### config.mk
export PLATFORM = sky130hd
export DESIGN_NAME = csta_top
export DESIGN_NICKNAME = d
export VERILOG_FILES = /design/src/csta_pkg.sv /design/src/csta_cycle_div.sv /design/src/csta_evt_mem.sv /design/src/csta_top.sv
export SDC_FILE = /design/constraint.sdc
export NUM_CORES = 1
export LEC_CHECK = 0
export ABC_CLOCK_PERIOD_IN_PS = 5650
export BUFFER_PORTS_ARGS = -buffer_cell sky130_fd_sc_hd__clkbuf_2
export CORE_MARGIN = 1
export CORE_UTILIZATION = 25
export CTS_BUF_LIST = sky130_fd_sc_hd__clkbuf_4 sky130_fd_sc_hd__clkbuf_8
export DETAILED_ROUTE_END_ITERATION = 6
export GPL_TIMING_DRIVEN = 0
export HOLD_SLACK_MARGIN = 0.12
export PLACE_DENSITY_LB_ADDON = 0.2
export SYNTH_ARGS = -nofsm -noshare
export SYNTH_HDL_FRONTEND = slang
export SYNTH_SLANG_ARGS = --single-unit
### constraint.sdc
create_clock -name aclk -period 5.65 [get_ports aclk]
set_input_delay 0.565 -clock aclk [delete_from_list [all_inputs] [get_ports aclk]]
set_output_delay 0.565 -clock aclk [all_outputs]
set_load 0.05 [all_outputs]
### src/csta_pkg.sv
// constants and types for the common start/trip aggregator
// assumes one 50 MHz clock and an axi4-lite register master
//
// How it works
// - common start/trip is the OR of all enabled protection starts and trips.
// - a maskable set of extra inputs also drives common start.
// - a maskable set of extra inputs also drives common trip.
// - override select Normal, Start or Trip, default Normal, needs the override permit.
// - read-only condition shows Normal, Start or Trip.
// - no blocking input; protection functions suppress their own trips.
// - rising and falling edges of start and trip give four event types.
// - per event type, software chooses whether ON, OFF or both are stored.
// - cumulative start and trip counters, cleared by a reset command.
// - every event carries a time stamp before it is stored.
// - general settings are static and ignore the setting group.
// - common outputs feed output contacts and user logic directly.
package csta_pkg;

	// ------------------------------------------------------------
	// register offsets
	// ------------------------------------------------------------
	localparam logic [7:0] ADDR_CTRL = 8'h00;
	localparam logic [7:0] ADDR_FN_EN = 8'h04;
	localparam logic [7:0] ADDR_XSTART_EN = 8'h08;
	localparam logic [7:0] ADDR_XTRIP_EN = 8'h0c;
	localparam logic [7:0] ADDR_STATUS = 8'h10;
	localparam logic [7:0] ADDR_IRQ_STAT = 8'h14;
	localparam logic [7:0] ADDR_IRQ_MASK = 8'h18;
	localparam logic [7:0] ADDR_START_CNT = 8'h1c;
	localparam logic [7:0] ADDR_TRIP_CNT = 8'h20;
	localparam logic [7:0] ADDR_EVT_DATA = 8'h24;
	localparam logic [7:0] ADDR_EVT_STAMP = 8'h28;
	localparam logic [7:0] ADDR_EVT_POP = 8'h2c;
	localparam logic [7:0] ADDR_CYCLE_DIV = 8'h30;

	// ------------------------------------------------------------
	// field positions
	// ------------------------------------------------------------
	localparam int CTRL_OVR_LSB = 0;
	localparam int CTRL_STORE_LSB = 2;
	localparam int CTRL_CNT_CLR = 8;
	localparam int STAT_COND_LSB = 0;
	localparam int STAT_START = 2;
	localparam int STAT_TRIP = 3;
	localparam int STAT_PERMIT = 4;
	localparam int STAT_EVT_VALID = 5;
	localparam int STAT_EVT_OVF = 6;
	localparam int IRQ_STORED = 0;
	localparam int IRQ_OVF = 1;

	// ------------------------------------------------------------
	// reset values and counts
	// ------------------------------------------------------------
	localparam logic [7:0] CTRL_RESET = 8'hfc;
	localparam logic [15:0] CYCLE_DIV_RESET = 16'h0031;
	localparam int AXI_RESP_OKAY = 0;
	localparam logic [1:0] RESP_OKAY = 2'h0;
	localparam logic [1:0] RESP_SLVERR = 2'h2;

	typedef enum logic [1:0] {
		OVR_NORMAL,
		OVR_START,
		OVR_TRIP
	} csta_ovr_t;

	typedef enum logic [1:0] {
		EVT_START_ON,
		EVT_START_OFF,
		EVT_TRIP_ON,
		EVT_TRIP_OFF
	} csta_evt_t;

endpackage

### src/csta_cycle_div.sv
// program cycle divider: one-cycle tick every div+1 clocks
// assumes div is held steady by software between writes
`timescale 1ns/1ps
module csta_cycle_div (
	input wire logic aclk,
	input wire logic aresetn,
	input wire logic [15:0] div,
	output logic tick
);
	logic [15:0] count;

	always_ff @(posedge aclk) begin
		if (!aresetn) begin
			count <= 16'h0000;
			tick <= 1'b0;
		end else if (count >= div) begin
			count <= 16'h0000;
			tick <= 1'b1;
		end else begin
			count <= count + 16'h0001;
			tick <= 1'b0;
		end
	end
endmodule

### src/csta_evt_mem.sv
// event log memory: circular buffer of stamped events
// assumes single writer and single popping reader in one clock
`timescale 1ns/1ps
module csta_evt_mem #(
	parameter int DEPTH = 16,
	parameter int WIDTH = 34
) (
	input wire logic aclk,
	input wire logic aresetn,
	input wire logic wr_en,
	input wire logic [WIDTH-1:0] wr_data,
	input wire logic pop,
	output logic [WIDTH-1:0] rd_data,
	output logic not_empty,
	output logic overflow
);
	localparam int AW = $clog2(DEPTH);

	initial begin
		if (DEPTH < 2 || (DEPTH & (DEPTH - 1)) != 0)
			$error("event log depth must be a power of two");
	end

	logic [WIDTH-1:0] mem [DEPTH];
	logic [AW-1:0] wr_ptr;
	logic [AW-1:0] rd_ptr;
	logic [AW:0] fill;

	wire full = (fill == (AW+1)'(DEPTH));
	wire do_pop = pop && (fill != '0);
	// a full log drops the newest event so the old record survives
	wire do_wr = wr_en && (!full || do_pop);

	always_ff @(posedge aclk) begin
		if (do_wr)
			mem[wr_ptr] <= wr_data;
	end

	always_ff @(posedge aclk) begin
		if (!aresetn) begin
			wr_ptr <= '0;
			rd_ptr <= '0;
			fill <= '0;
			overflow <= 1'b0;
		end else begin
			if (do_wr)
				wr_ptr <= wr_ptr + 1'b1;
			if (do_pop)
				rd_ptr <= rd_ptr + 1'b1;
			fill <= fill + (AW+1)'(do_wr) - (AW+1)'(do_pop);
			overflow <= wr_en && !do_wr;
		end
	end

	// registered read of the oldest entry
	always_ff @(posedge aclk) begin
		if (!aresetn) begin
			rd_data <= '0;
			not_empty <= 1'b0;
		end else begin
			rd_data <= mem[do_pop ? rd_ptr + 1'b1 : rd_ptr];
			not_empty <= (fill + (AW+1)'(do_wr) - (AW+1)'(do_pop)) != '0;
		end
	end
endmodule

### src/csta_top.sv
// common start/trip aggregator with event log, counters and axi4-lite registers
// assumes protection inputs synchronous to aclk, override permit from general menu
`timescale 1ns/1ps
module csta_top #(
	parameter int N_FUNC = 16,
	parameter int N_EXTRA = 8,
	parameter int LOG_DEPTH = 16
) (
	input wire logic aclk,
	input wire logic aresetn,
	input wire logic [N_FUNC-1:0] fn_start,
	input wire logic [N_FUNC-1:0] fn_trip,
	input wire logic [N_EXTRA-1:0] extra_in,
	input wire logic override_permit,
	input wire logic [31:0] time_stamp,
	output logic common_start,
	output logic common_trip,
	output logic [1:0] condition,
	output logic irq,
	input wire logic [7:0] s_axi_awaddr,
	input wire logic s_axi_awvalid,
	output logic s_axi_awready,
	input wire logic [31:0] s_axi_wdata,
	input wire logic [3:0] s_axi_wstrb,
	input wire logic s_axi_wvalid,
	output logic s_axi_wready,
	output logic [1:0] s_axi_bresp,
	output logic s_axi_bvalid,
	input wire logic s_axi_bready,
	input wire logic [7:0] s_axi_araddr,
	input wire logic s_axi_arvalid,
	output logic s_axi_arready,
	output logic [31:0] s_axi_rdata,
	output logic [1:0] s_axi_rresp,
	output logic s_axi_rvalid,
	input wire logic s_axi_rready
);
	initial begin
		if (N_FUNC < 1 || N_FUNC > 32 || N_EXTRA < 1 || N_EXTRA > 32)
			$error("input counts must be 1 to 32");
	end

	// ------------------------------------------------------------
	// settings, static: no setting group input exists
	// ------------------------------------------------------------
	logic [7:0] ctrl;
	logic [N_FUNC-1:0] fn_en;
	logic [N_EXTRA-1:0] xstart_en;
	logic [N_EXTRA-1:0] xtrip_en;
	logic [15:0] cycle_div;
	logic [1:0] irq_stat;
	logic [1:0] irq_mask;
	logic [31:0] start_cnt;
	logic [31:0] trip_cnt;

	wire [1:0] ovr_sel = ctrl[csta_pkg::CTRL_OVR_LSB +: 2];
	wire [5:0] store_sel = ctrl[csta_pkg::CTRL_STORE_LSB +: 6];

	// ------------------------------------------------------------
	// program cycle
	// ------------------------------------------------------------
	logic tick;
	csta_cycle_div u_div (
		.aclk(aclk),
		.aresetn(aresetn),
		.div(cycle_div),
		.tick(tick)
	);

	// ------------------------------------------------------------
	// aggregation; no blocking input, suppression lives upstream
	// ------------------------------------------------------------
	wire or_start = |(fn_start & fn_en) | |(extra_in & xstart_en);
	wire or_trip = |(fn_trip & fn_en) | |(extra_in & xtrip_en);
	// an override value written while not permitted reads back but has no effect
	wire ovr_start = override_permit && ovr_sel == csta_pkg::OVR_START;
	wire ovr_trip = override_permit && ovr_sel == csta_pkg::OVR_TRIP;
	wire next_start = or_start | ovr_start;
	wire next_trip = or_trip | ovr_trip;
	wire [1:0] next_cond = next_trip ? 2'(csta_pkg::OVR_TRIP) :
		next_start ? 2'(csta_pkg::OVR_START) : 2'(csta_pkg::OVR_NORMAL);

	// outputs registered directly for contacts and user logic
	always_ff @(posedge aclk) begin
		if (!aresetn) begin
			common_start <= 1'b0;
			common_trip <= 1'b0;
			condition <= 2'h0;
		end else if (tick) begin
			common_start <= next_start;
			common_trip <= next_trip;
			condition <= next_cond;
		end
	end

	// ------------------------------------------------------------
	// events
	// ------------------------------------------------------------
	wire [3:0] evt_hit;
	assign evt_hit[csta_pkg::EVT_START_ON] = tick && next_start && !common_start;
	assign evt_hit[csta_pkg::EVT_START_OFF] = tick && !next_start && common_start;
	assign evt_hit[csta_pkg::EVT_TRIP_ON] = tick && next_trip && !common_trip;
	assign evt_hit[csta_pkg::EVT_TRIP_OFF] = tick && !next_trip && common_trip;

	// store_sel[1:0] start ON/OFF, [3:2] trip ON/OFF
	wire [3:0] evt_store = evt_hit & store_sel[3:0];
	wire any_store = |evt_store;
	// start and trip events of one cycle share one log word
	wire [33:0] log_word = {evt_store, time_stamp[29:0]};

	logic pop;
	logic [33:0] log_rd;
	logic log_valid;
	logic log_ovf;
	csta_evt_mem #(.DEPTH(LOG_DEPTH), .WIDTH(34)) u_mem (
		.aclk(aclk),
		.aresetn(aresetn),
		.wr_en(any_store),
		.wr_data(log_word),
		.pop(pop),
		.rd_data(log_rd),
		.not_empty(log_valid),
		.overflow(log_ovf)
	);

	// ------------------------------------------------------------
	// axi4-lite write
	// ------------------------------------------------------------
	logic aw_held;
	logic w_held;
	logic [7:0] aw_addr;
	logic [31:0] w_data;
	logic [3:0] w_strb;

	wire aw_take = s_axi_awvalid && s_axi_awready;
	wire w_take = s_axi_wvalid && s_axi_wready;
	wire do_write = aw_held && w_held && !s_axi_bvalid;
	wire wr_known = aw_addr == csta_pkg::ADDR_CTRL || aw_addr == csta_pkg::ADDR_FN_EN ||
		aw_addr == csta_pkg::ADDR_XSTART_EN || aw_addr == csta_pkg::ADDR_XTRIP_EN ||
		aw_addr == csta_pkg::ADDR_IRQ_STAT || aw_addr == csta_pkg::ADDR_IRQ_MASK ||
		aw_addr == csta_pkg::ADDR_EVT_POP || aw_addr == csta_pkg::ADDR_CYCLE_DIV;
	wire [31:0] wmask = {{8{w_strb[3]}}, {8{w_strb[2]}}, {8{w_strb[1]}}, {8{w_strb[0]}}};
	wire [31:0] wd = w_data & wmask;
	function automatic logic wsel(input logic [7:0] a, input logic [7:0] r);
		return a == r;
	endfunction
	wire wr_ctrl = do_write && wsel(aw_addr, csta_pkg::ADDR_CTRL);
	wire cnt_clr = wr_ctrl && wd[csta_pkg::CTRL_CNT_CLR];
	wire [1:0] irq_clr = (do_write && wsel(aw_addr, csta_pkg::ADDR_IRQ_STAT)) ? wd[1:0] : 2'h0;
	assign pop = do_write && wsel(aw_addr, csta_pkg::ADDR_EVT_POP) && wd[0];

	always_ff @(posedge aclk) begin
		if (!aresetn) begin
			s_axi_awready <= 1'b1;
			s_axi_wready <= 1'b1;
			aw_held <= 1'b0;
			w_held <= 1'b0;
			aw_addr <= 8'h00;
			w_data <= 32'h0000_0000;
			w_strb <= 4'h0;
			s_axi_bvalid <= 1'b0;
			s_axi_bresp <= csta_pkg::RESP_OKAY;
		end else begin
			if (aw_take) begin
				aw_held <= 1'b1;
				aw_addr <= {s_axi_awaddr[7:2], 2'b00};
				s_axi_awready <= 1'b0;
			end
			if (w_take) begin
				w_held <= 1'b1;
				w_data <= s_axi_wdata;
				w_strb <= s_axi_wstrb;
				s_axi_wready <= 1'b0;
			end
			if (do_write) begin
				aw_held <= 1'b0;
				w_held <= 1'b0;
				s_axi_bvalid <= 1'b1;
				s_axi_bresp <= wr_known ? csta_pkg::RESP_OKAY : csta_pkg::RESP_SLVERR;
			end
			if (s_axi_bvalid && s_axi_bready) begin
				s_axi_bvalid <= 1'b0;
				s_axi_awready <= 1'b1;
				s_axi_wready <= 1'b1;
			end
		end
	end

	// ------------------------------------------------------------
	// settings registers
	// ------------------------------------------------------------
	always_ff @(posedge aclk) begin
		if (!aresetn) begin
			ctrl <= csta_pkg::CTRL_RESET;
			fn_en <= '1;
			xstart_en <= '0;
			xtrip_en <= '0;
			irq_mask <= 2'h0;
			cycle_div <= csta_pkg::CYCLE_DIV_RESET;
		end else if (do_write) begin
			unique case (aw_addr)
				csta_pkg::ADDR_CTRL: ctrl <= (ctrl & ~wmask[7:0]) | wd[7:0];
				csta_pkg::ADDR_FN_EN: fn_en <= (fn_en & ~wmask[N_FUNC-1:0]) | wd[N_FUNC-1:0];
				csta_pkg::ADDR_XSTART_EN: xstart_en <= (xstart_en & ~wmask[N_EXTRA-1:0]) | wd[N_EXTRA-1:0];
				csta_pkg::ADDR_XTRIP_EN: xtrip_en <= (xtrip_en & ~wmask[N_EXTRA-1:0]) | wd[N_EXTRA-1:0];
				csta_pkg::ADDR_IRQ_MASK: irq_mask <= (irq_mask & ~wmask[1:0]) | wd[1:0];
				csta_pkg::ADDR_CYCLE_DIV: cycle_div <= (cycle_div & ~wmask[15:0]) | wd[15:0];
				default: ;
			endcase
		end
	end

	// ------------------------------------------------------------
	// counters and interrupt status; a new event beats a clear
	// ------------------------------------------------------------
	wire cnt_start = evt_hit[csta_pkg::EVT_START_ON];
	wire cnt_trip = evt_hit[csta_pkg::EVT_TRIP_ON];
	wire [1:0] irq_set = {log_ovf, any_store};

	always_ff @(posedge aclk) begin
		if (!aresetn) begin
			start_cnt <= 32'h0000_0000;
			trip_cnt <= 32'h0000_0000;
			irq_stat <= 2'h0;
			irq <= 1'b0;
		end else begin
			if (cnt_clr)
				start_cnt <= {31'h0000_0000, cnt_start};
			else if (cnt_start)
				start_cnt <= start_cnt + 32'h0000_0001;
			if (cnt_clr)
				trip_cnt <= {31'h0000_0000, cnt_trip};
			else if (cnt_trip)
				trip_cnt <= trip_cnt + 32'h0000_0001;
			irq_stat <= (irq_stat & ~irq_clr) | irq_set;
			irq <= |(((irq_stat & ~irq_clr) | irq_set) & irq_mask);
		end
	end

	// ------------------------------------------------------------
	// axi4-lite read
	// ------------------------------------------------------------
	wire [31:0] status_word = {25'h0000000, log_ovf, log_valid, override_permit,
		common_trip, common_start, condition};
	logic [31:0] rd_mux;
	logic rd_known;
	always_comb begin
		rd_known = 1'b1;
		unique case ({s_axi_araddr[7:2], 2'b00})
			csta_pkg::ADDR_CTRL: rd_mux = {24'h000000, ctrl};
			csta_pkg::ADDR_FN_EN: rd_mux = 32'(fn_en);
			csta_pkg::ADDR_XSTART_EN: rd_mux = 32'(xstart_en);
			csta_pkg::ADDR_XTRIP_EN: rd_mux = 32'(xtrip_en);
			csta_pkg::ADDR_STATUS: rd_mux = status_word;
			csta_pkg::ADDR_IRQ_STAT: rd_mux = {30'h00000000, irq_stat};
			csta_pkg::ADDR_IRQ_MASK: rd_mux = {30'h00000000, irq_mask};
			csta_pkg::ADDR_START_CNT: rd_mux = start_cnt;
			csta_pkg::ADDR_TRIP_CNT: rd_mux = trip_cnt;
			csta_pkg::ADDR_EVT_DATA: rd_mux = {28'h0000000, log_rd[33:30]};
			csta_pkg::ADDR_EVT_STAMP: rd_mux = {2'h0, log_rd[29:0]};
			csta_pkg::ADDR_CYCLE_DIV: rd_mux = {16'h0000, cycle_div};
			default: begin
				rd_mux = 32'h0000_0000;
				rd_known = 1'b0;
			end
		endcase
	end

	always_ff @(posedge aclk) begin
		if (!aresetn) begin
			s_axi_arready <= 1'b1;
			s_axi_rvalid <= 1'b0;
			s_axi_rdata <= 32'h0000_0000;
			s_axi_rresp <= csta_pkg::RESP_OKAY;
		end else if (s_axi_arvalid && s_axi_arready) begin
			s_axi_arready <= 1'b0;
			s_axi_rvalid <= 1'b1;
			s_axi_rdata <= rd_mux;
			s_axi_rresp <= rd_known ? csta_pkg::RESP_OKAY : csta_pkg::RESP_SLVERR;
		end else if (s_axi_rvalid && s_axi_rready) begin
			s_axi_rvalid <= 1'b0;
			s_axi_arready <= 1'b1;
		end
	end
endmodule

# == Word level (Yosys, flattened, before mapping) ==
# Memories as Yosys holds them, arrays and structs flattened. A register that Yosys moved wholly into a read port is not among the register bits.
# Cells that the tools add are included.
# word_totals
mem_count,1
output_inout_bits,46
in_bits,132
ramBits,544
reg_bits,228
# memory_table
memory,depth,width,read_ports,rd_clocked_by_memory_dff,wr,line_no,text
u_mem.mem,16,34,1,1,1,csta_evt_mem.sv:24,logic [WIDTH-1:0] mem [DEPTH];
# classes
n_eq_ne,21
muxes,19
n_reduce_logical,65
add_sub_neg,7
bitwise_logic,30
n_lt_le_gt_ge,1
# op_table
operator,count
32-bit case mux with 12 select lines,1
16-bit bitwise AND,5
"32-bit by 1-bit adder with 32-bit output, second input constant",2
8-bit bitwise AND,5
"6-bit by 3-bit equality test with 1-bit output, second input constant",6
"6-bit by 4-bit equality test with 1-bit output, second input constant",6
16-bit bitwise OR,2
16-bit OR reduction,2
1-bit logical AND,25
"6-bit by 2-bit equality test with 1-bit output, second input constant",4
8-bit bitwise OR,3
"16-bit by 1-bit adder with 16-bit output, second input constant",1
16-bit >= comparator,1
16-bit inverter,1
8-bit OR reduction,2
1-bit 2-to-1 mux,13
"6-bit by 1-bit equality test with 1-bit output, second input constant",2
2-bit AND reduction,6
12-bit OR reduction,1
5-bit nonzero test,2
2-bit OR reduction,5
"4-bit by 1-bit adder with 4-bit output, second input constant",2
1-bit logical NOT,8
8-bit logical NOT,1
18 further kinds,37

# == Longest topological paths before layout ==
# Gate-level depths: netlist of the first run.
# depth
depth_word,13
mapped_depth,19
ltp_nobuf,16

# == Modules after synthesis ==
# Synthesis of the first run repeated with hierarchy kept, for this count alone.
# hier_totals
cells_unflattened,3434
area_unflattened_um2,39344.0
# modules_own_cells
module,instances,cells_per_inst,area_each_um2
csta_evt_mem,1,2143,28949.0
csta_top,1,1163,9323.9
csta_cycle_div,1,128,1071.0

# == Worst setup path after synthesis of the first run ==
# Ideal clock, no wire load.
# synth_path
path_kind,reg-to-reg
start,reg s_axi_bvalid
end,mem u_mem.mem[7][0] (enable)
slack_ns,0.363
n_path_buf,3
setup_ns,0.475
path_stages_with_launch,11
t_arrival_ns,4.812
synth_period_minus_slack_ns,5.287
cell_sequence,dfxtp_1 -> nand3b_4 -> nor4b_4 -> and3_1 -> buf_4 -> buf_6 -> buf_4 -> nor2_1 -> a31oi_4 -> nand2_1 -> nor3b_1
# synth_between
elab_chain_cells,9
# synth_rtl
item,line_no,text
start: declaration,csta_top.sv:28,"output logic s_axi_bvalid,"
start signal: assignment,csta_top.sv:161,s_axi_bvalid <= 1'b0;
start signal: assignment,csta_top.sv:178,s_axi_bvalid <= 1'b1;
start signal: assignment,csta_top.sv:182,s_axi_bvalid <= 1'b0;
1-bit logical NOT,csta_top.sv:137,wire do_write = aw_held && w_held && !s_axi_bvalid;
1-bit logical AND,csta_top.sv:137,
1-bit logical AND (2 in a row),csta_top.sv:150,"assign pop = do_write && wsel(aw_addr, csta_pkg::ADDR_EVT_POP) && wd[0];"
1-bit logical AND,csta_evt_mem.sv:30,wire do_pop = pop && (fill != '0);
1-bit logical OR,csta_evt_mem.sv:32,wire do_wr = wr_en && (!full || do_pop);
1-bit logical AND,csta_evt_mem.sv:32,
net u_mem.do_wr,csta_evt_mem.sv:32,
1-bit 2-to-1 mux,csta_evt_mem.sv:35,if (do_wr)
1-bit 2-to-1 mux (not written as such),csta_evt_mem.sv:36,mem[wr_ptr] <= wr_data;
end: declaration,csta_evt_mem.sv:24,
# The timed path passes the listed nets, and every way through them passes these cells.

# == Worst setup path after layout of the first run ==
# layout_path
start,reg w_data[0]
end,reg u_mem.not_empty
# layout_between
elab_chain_cells,8
# layout_rtl
item,line_no,text
start: declaration,csta_top.sv:132,logic [31:0] w_data;
start signal: assignment,csta_top.sv:171,w_data <= s_axi_wdata;
16-bit bitwise AND,csta_top.sv:143,wire [31:0] wd = w_data & wmask;
1-bit logical AND,csta_top.sv:150,
1-bit logical AND,csta_evt_mem.sv:30,
1-bit logical OR,csta_evt_mem.sv:32,
1-bit logical AND,csta_evt_mem.sv:32,
net u_mem.do_wr,csta_evt_mem.sv:32,
5-bit by 1-bit adder with 5-bit output,csta_evt_mem.sv:62,not_empty <= (fill + (AW+1)'(do_wr) - (AW+1)'(do_pop)) != '0;
5-bit by 1-bit subtractor with 5-bit output,csta_evt_mem.sv:62,
5-bit nonzero test,csta_evt_mem.sv:62,
end signal: assignment,csta_evt_mem.sv:59,not_empty <= 1'b0;
end signal: assignment,csta_evt_mem.sv:62,
end: declaration,csta_evt_mem.sv:14,"output logic not_empty,"
# The timed path passes the listed nets, and every way through them passes these cells.
# A chain may end at the register's enable or synchronous reset.

==> results of run 1 <==
==> worst register-to-register path, delay by kind of cell, from the launching register on <==
family	cells	cell delay, ps
AO/OA/AOI/OAI	3	500
XOR/XNOR	1	140
adder cells (fa/ha/maj)	2	650
buffers and inverters	6	1390
flip-flops	1	300
AND/OR/NAND/NOR	7	1240
==> final timing paths <==
| path | startpoint | end | slack, ps |
|---|---|---|---|
| setup / recovery | w_data[0] | u_mem.not_empty | 1270 |
| hold reg to reg | s_axi_rdata[5] | s_axi_rdata[5] | 460 |
| setup reg to reg | w_data[0] | u_mem.not_empty | 1270 |
| hold / removal | time_stamp[25] | u_mem.mem[4][25] | 200 |
==> routing by layer <==
layer	vias to the layer above	GRT usage, %	wire [um]
met5	-	0	0
met4	0	5.76	3880
met3	251	3.34	9680
met2	1136	30.4	69600
met1	15200	25.1	67200
li1	14000	-	-
==> report_power, final <==
group / leakage (nW) / total, mW / switching (mW) / internal (mW)
logic: 6.32 / 0.330 / 0.231 / 0.0986
registers: 7.03 / 6.32 / 0.0310 / 6.28
clock network: 1.56 / 5.72 / 2.62 / 3.10
total: 14.9 / 12.4 / 2.88 / 9.48
==> cells by family after synthesis <==
group	count (synthesis)	share of synthesized area [%]
adders and majority gates	32	1.04
buffers and inverters	323	3.48
other	1	0.00962
AOI/OAI and AO/OA	655	11.4
DFF	803	55.2
xor gates and xnor gates	75	1.69
muxes	455	11.7
and+or+nand+nor	1145	15.5
==> registers in the layout, summed over array words and instances (netlist names), 2 cells and up, named ones only <==
register and flops:
irq_stat 2, u_mem.fill 5, aw_addr 6, u_mem.rd_data 34, u_div.count 16, u_mem.wr_ptr 4, w_data 16, start_cnt 32
w_strb 2, s_axi_rdata 32, u_mem.mem 544, u_mem.rd_ptr 4, trip_cnt 32
==> area by class of cell <==
class	instances	area share, %
flip-flops and latches	803	46.3
repair buffers	255	4.09
multi-input cells	2364	34.8
plain buffers	277	2.54
inverters	46	0.371
clock inverters	65	1.04
diodes	10	0.0538
clock buffers	197	5.33
well taps	2044	5.50
==> metrics by stage <==
stage	hold slack, ps	setup TNS [ps]	area (sq um)
after CTS	125	0	46500
after floorplan	438	0	39000
after global placement	452	-1497000	42300
final	201	0	46500
after global routing	167	0	46500
after detailed placement	453	0	43000
==> cell usage in the layout (no fill, tap or decap), types with 52 or more instances in the layout <==
cell type and n:
nor2_1 185, edfxtp_1 544, nand3_1 357, clkbuf_8 160
nand2b_1 286, clkbuf_2 149, dfxtp_1 259, mux2i_1 450
o211ai_1 138, nand2_1 134, a22oi_1 174, a21oi_1 236
dlygate4sd3_1 55, clkbuf_1 187, buf_6 52
==> summary.txt, run 1 <==
CTS
  • Clock Tree Root: clkbuf_8
  • H-tree levels: 4
  • Clock transition at path regs: 60 ps
  • Clock Sinks: 803
  • # Post-CTS Setup Buffers: 0
  • CTS resizes: 0
  • Worst-Skew Late Latency: 880 ps
  • Clock tree buffer depth: 3
  • CTS Hold Bufs: 55
  • TritonCTS clock tree: done
  • Num CTS Buffers: 148

STA
  • Max frequency: 0.228 GHz
  • Hold Fails Final Rpt: 0
  • Final setup fails: 0
  • Fin crit share: 77.6%
  • Slew @ Worst Pin: 1390 ps
  • RSZ-0062 raised after global routing: false
  • Final Max Tran Viols: 0
  • Min cycle time layout: 4380 ps
  • Final Skew: 46.4 ps
  • Slew HR: 7.48%
  • Final Worst Setup Slack: 1270 ps

Floorplan
  • Die area: 157000 sq um
  • Site Rows: 144
  • Die height: 397 um
  • Core ar.: 154000 sq um
  • Top-level I/O count: 178
  • Die X-Extent: 397 um
  • Initial Util: 25.2%

Layout
  • Finished Core Util: 30.1%
  • Multi-input gate area: 16200 sq um
  • Area Growth Syn to Fin: 19.3%
  • Final non-filler cell total: 6061
  • Share of layout cells above drive strength 1: 13.1%
  • Fillers: 16000
  • # nets final: 4058
  • FF/Latch Area: 21500 sq um

Routing
  • Drt first pass iters: 7
  • Antenna viol nets, final: 0
  • # DRC: 49
  • Via/cell ratio: 5.03
  • DRT Wirelength: 150 mm
  • Drt first-iter violations: 3000
  • DR vias: 30500
  • Average wire per standard cell: 24.8 um

Setup path
  • Levels on crit path: 19
  • Crit path required time: 6380 ps
  • Worst r2r path cells: 19
  • Most numerous cell on the critical path: nor2_1
  • Worst setup EP type: flip-flop
  • Crit-path max cell delay: 480 ps
  • Delay-heaviest family, CP: buffers and inverters
  • Worst-path maximum fanout: 10
  • WS Path Type: flip-flop to flip-flop
  • Arrival @ worst endpoint: 5110 ps
  • Startpoint Class: flip-flop
  • Critical-path cell list: clkbuf_1, nand4_1, nor2_1, and3_1, buf_4, buf_6, buf_4, nor2_1, a31oi_4, ha_1, inv_1, fa_1, inv_1, a21oi_1, nor2_1, nor2_1, xnor2_1, nor4b_1, a21oi_1
  • Bufs and invs on worst path: 6
  • CP max stage cell: clkbuf_1

Synthesis
  • Cell count after synthesis: 3489
  • Post-synth EDFFs: 544
  • Seq/Total Area, Yosys: 55.2%
  • Cell area after synthesis: 39000 sq um
  • Largest area contributor in the netlist: edfxtp_1
  • Synth cell count leaders: edfxtp_1 (544), mux2i_1 (450), nand3_1 (357), nand2b_1 (286), dfxtp_1 (259)
  • Primary FF master, synth: edfxtp_1
  • Syn Area/Cell: 11.2 sq um
  • Synth async-reset ratio: 0%
  • Yosys reg bits: 803
  • Synth area leaders: edfxtp_1 (42%), dfxtp_1 (13%), mux2i_1 (12%)
  • Synth top area share: 41.9%
  • Most common cell in the netlist: edfxtp_1
  • Synth Warn #: 0
  • Netlist cell types: 70

Placement
  • Post-Place Cells: 5733
  • DPL Wire Length: 112 mm
  • Post-Place Setup Slack: 1240 ps
  • Buffers on Ports: 147
  • Placer congestion estimate: 0.886

Global route
  • Largest net degree at the start of global routing: 21
  • Initial antenna violation count: 12
  • Global-route wire length before repair: 214 mm
  • GRT Util Overall: 18.7%
  • Vias in the first global route: 30100
  • GRT overflow: 0

Power and ir drop
  • VDD IR max: 0.000261 V
  • Pwr dens: 266 nW/um^2
  • Tot Pwr: 12.4 mW
  • Leak: 14.9 nW

Outcome
  • Outcome: finished, violations left
  • Failing checks: DRC

Min path
  • Worst Hold Class: primary input to flip-flop
  • Worst hold path cell count: 1

Job
  • Max cap viols: 0
(Power assumes the default switching activity.)
==> inputs of run 2 (changes only) <==
--- a/config.mk
+++ b/config.mk
@@ -5,7 +5,7 @@
 export SDC_FILE = /design/constraint.sdc
 export NUM_CORES = 1
 export LEC_CHECK = 0
-export ABC_CLOCK_PERIOD_IN_PS = 5650
+export ABC_CLOCK_PERIOD_IN_PS = 3500
 export BUFFER_PORTS_ARGS = -buffer_cell sky130_fd_sc_hd__clkbuf_2
 export CORE_MARGIN = 1
 export CORE_UTILIZATION = 25
==> constraint.sdc (replaced) <==
create_clock -name aclk -period 3.5 [get_ports aclk]
set_input_delay 0.35 -clock aclk [delete_from_list [all_inputs] [get_ports aclk]]
set_output_delay 0.35 -clock aclk [all_outputs]
set_load 0.05 [all_outputs]
==> run 2 against run 1 <==
Compared with the run above:
- the flow still finishes with violations (DRC)
- clock-buffer cell count grew 19
- routed wire length increased by 3.1%
- sequential share of layout area shrank 1.2 points
- setup slack got worse by 1200 ps
- via count rose by 1.6%
- flip-flop and latch count unchanged
==> summary.txt, run 2 (same netlist as run 1, synthesis figures left out) <==
Setup path
  • Worst r2r path cells: 9 (was 19)
  • Arrival @ worst endpoint: 4150 ps (was 5110 ps)
  • Worst setup EP type: flip-flop (unchanged)
  • R2r endpoint: u_mem.rd_data[27] (was u_mem.not_empty)
  • Worst-path maximum fanout: 10 (unchanged)
  • Crit path required time: 4180 ps (was 6380 ps)
  • Worst r2r src: u_mem.rd_ptr[0] (was w_data[0])
  • Startpoint Class: flip-flop (unchanged)
  • Reg2Reg Setup Slack: 30 ps (was 1270 ps)
  • WS Path Type: flip-flop to flip-flop (unchanged)

Global route
  • GRT Util Overall: 19.3% (was 18.7%)
  • Largest net degree at the start of global routing: 21 (unchanged)
  • GRT overflow: 0 (unchanged)
  • Initial antenna violation count: 10 (was 12)
  • Vias in the first global route: 31000 (was 30100)
  • Global-route wire length before repair: 220 mm (was 214 mm)

Floorplan
  • Top-level I/O count: 178 (unchanged)
  • Core ar.: 154000 sq um (unchanged)
  • Initial Util: 25.2% (unchanged)
  • Site Rows: 144 (unchanged)
  • Die area: 157000 sq um (unchanged)
  • Die height: 397 um (unchanged)
  • Die X-Extent: 397 um (unchanged)

Outcome
  • Outcome: finished, violations left (unchanged)
  • Failing checks: DRC (unchanged)

Layout
  • Max reg flops: 544 (unchanged)
  • Largest registers: u_mem.mem: 544 flops, u_mem.rd_data: 34 flops (unchanged)
  • Share of layout cells above drive strength 1: 16.6% (was 13.1%)
  • Fillers: 15800 (was 16000)
  • Finished Cell Area: 47700 sq um (was 46500 sq um)
  • Most frequent cells in the layout: edfxtp_1 (544), mux2i_1 (450), nand3_1 (357), nand2b_1 (286), dfxtp_1 (256) (was edfxtp_1 (544), mux2i_1 (450), nand3_1 (357), nand2b_1 (286), dfxtp_1 (259))
  • Area Growth Syn to Fin: 22.5% (was 19.3%)
  • Top reg by flops: u_mem.mem (unchanged)
  • Most common cell after layout, fill and taps aside: edfxtp_1 (unchanged)
  • # nets final: 4113 (was 4058)

Placement
  • Placed inst area: 43000 sq um (about the same)
  • Placer congestion estimate: 0.896 (was 0.886)
  • Buffers on Ports: 147 (unchanged)
  • DPL Wire Length: 112 mm (about the same)

CTS
  • Clock Tree Root: clkbuf_8 (unchanged)
  • TritonCTS clock tree: done (unchanged)
  • Clock Sinks: 803 (unchanged)
  • Num CTS Buffers: 147 (was 148)
  • Worst-Skew Late Latency: 910 ps (was 880 ps)
  • H-tree levels: 4 (unchanged)
  • Clock tree buffer depth: 3 (unchanged)
  • Clock transition at path regs: 60 ps (about the same)

Routing
  • DR vias: 31000 (was 30500)
  • # DRC: 54 (was 49)
  • DRT Wirelength: 155 mm (was 150 mm)
  • Via/cell ratio: 5.07 (was 5.03)
  • Drt first pass iters: 7 (unchanged)
  • Drt first-iter violations: 2904 (was 3000)
  • Average wire per standard cell: 25.3 um (was 24.8 um)
  • Antenna viol nets, final: 0 (unchanged)

Power and ir drop
  • Pwr dens: 415 nW/um^2 (was 266 nW/um^2)
  • Sequential power share: 51.5% (was 51.1%)
  • Leak: 15.5 nW (was 14.9 nW)
  • Sw Ratio: 23.1% (was 23.3%)
  • Net Sw Power: 4.57 mW (was 2.88 mW)
  • Clock power frac: 45.7% (was 46.3%)
  • VDD IR max: 0.000322 V (was 0.000261 V)
  • Int Power: 15.2 mW (was 9.48 mW)
  • Part of the power in combinational logic: 2.8% (was 2.7%)

Min path
  • Worst hold path cell count: 4 (was 1)
  • Hold Crit Endpoint: w_data[9] (was u_mem.mem[4][25])
  • Worst Hold Class: primary input to flip-flop (unchanged)
  • Worst Hold Launch: s_axi_wdata[9] (was time_stamp[25])

STA
  • Max frequency: 0.288 GHz (was 0.228 GHz)
  • Fin crit share: 99.1% (was 77.6%)
  • Min cycle time layout: 3470 ps (was 4380 ps)
  • Final Skew: 76.2 ps (was 46.4 ps)
  • RSZ-0062 raised after global routing: true (was false)
  • Slew @ Worst Pin: 1200 ps (was 1390 ps)
  • Hold Fails Final Rpt: 0 (unchanged)
  • Final Max Tran Viols: 0 (unchanged)
  • WHS: 245 ps (was 201 ps)
  • Slew HR: 20.0% (was 7.48%)
  • Final setup fails: 0 (unchanged)

Job
  • Max cap viols: 0 (unchanged)
==> run 2: changes by cell type in the layout (fill, tap and decap cells not counted), moves of 20 or more <==
cell / before / now
buf_8: 0 / 20
buf_4: 15 / 66
buf_6: 52 / 7
clkbuf_2: 149 / 192
clkbuf_4: 37 / 68
clkbuf_1: 187 / 138
==> run 2: final cells by class <==
class | instances | area, sq um | share of cell area [%]
flip-flops and latches | 803 | 21500 | 45.1
multi-input cells | 2364 | 16500 | 34.5
repair buffers | 317 | 2720 | 5.70
clock buffers | 216 | 2610 | 5.47
well taps | 2044 | 2560 | 5.36
plain buffers | 271 | 1380 | 2.90
clock inverters | 47 | 293 | 0.613
inverters | 46 | 173 | 0.362
diodes | 6 | 15.0 | 0.0314
==> run 2: worst max path at each step <==
stage	start	end	slack [ps]	depth (start not counted)
after floorplan	s_axi_bvalid	u_mem.mem[11][0]	2	10
after global placement	w_data[0]	u_mem.mem[9][31]	-2080	11
after detailed placement	fn_trip[0]	u_mem.not_empty	-1180	16
after CTS	s_axi_bvalid	u_mem.not_empty	-160	18
after global routing	s_axi_bvalid	u_mem.not_empty	-100	18
final	u_mem.rd_ptr[0]	u_mem.rd_data[27]	30	9
==> run 2: metal layers <==
metal	track usage [%]	wire, um	vias to the layer above
li1	-	-	14100
met1	25.2	67600	15500
met2	31.8	72500	1140
met3	3.41	9910	270
met4	6.72	4890	8
met5	0	58	-
==> run 2: power groups by stage <==
stage / Sequential (mW) / Clock (mW) / Combinational, mW
after floorplan: 10.4 / 0 / 0.177
final: 10.2 / 9.06 / 0.555
after detailed placement: 10.4 / 0 / 0.477
after global routing: 10.2 / 9.70 / 0.598
after global placement: 10.4 / 0 / 0.475
after CTS: 10.2 / 9.29 / 0.551
==> run 2: repair_timing <==
| item | 4_1_cts | 5_1_grt |
|---|---|---|
| buffers inserted | 48 | 16 |
| hold endpoints to repair | 516 | 0 |
| endpoints found under the setup margin | 605 | 40 |
| hold buffers | 74 | 0 |
| pin swaps | 17 | 3 |
| gates resized for setup | 99 | 51 |
| cloned | 0 | 0 |
==> run 2: metrics by stage <==
| step | setup WS [ps] | total power [mW] | cells | setup TNS (ps) | utilization (%) |
|---|---|---|---|---|---|
| floorplan | 2.22 | 10.6 | 3490 | 0 | - |
| global placement | -2080 | 10.9 | 5681 | -1107540 | 27.5 |
| detailed placement | -1180 | 10.9 | 5712 | -428040 | 27.9 |
| CTS | -156 | 20.0 | 6091 | -156 | 30.7 |
| global route | -102 | 20.5 | 6111 | -104 | 30.9 |
| finish | 32.5 | 19.8 | 6114 | 0 | 30.9 |
==> run 2: worst max-delay path, cell delays in order, from the launching register on <==
cell	delay [ps]
dfxtp_1	320
ha_1	510
clkbuf_2	400
clkbuf_4	390
clkbuf_2	440
nand2b_1	170
nand3_1	80
o211ai_1	160
a21oi_1	140
or4_1	640
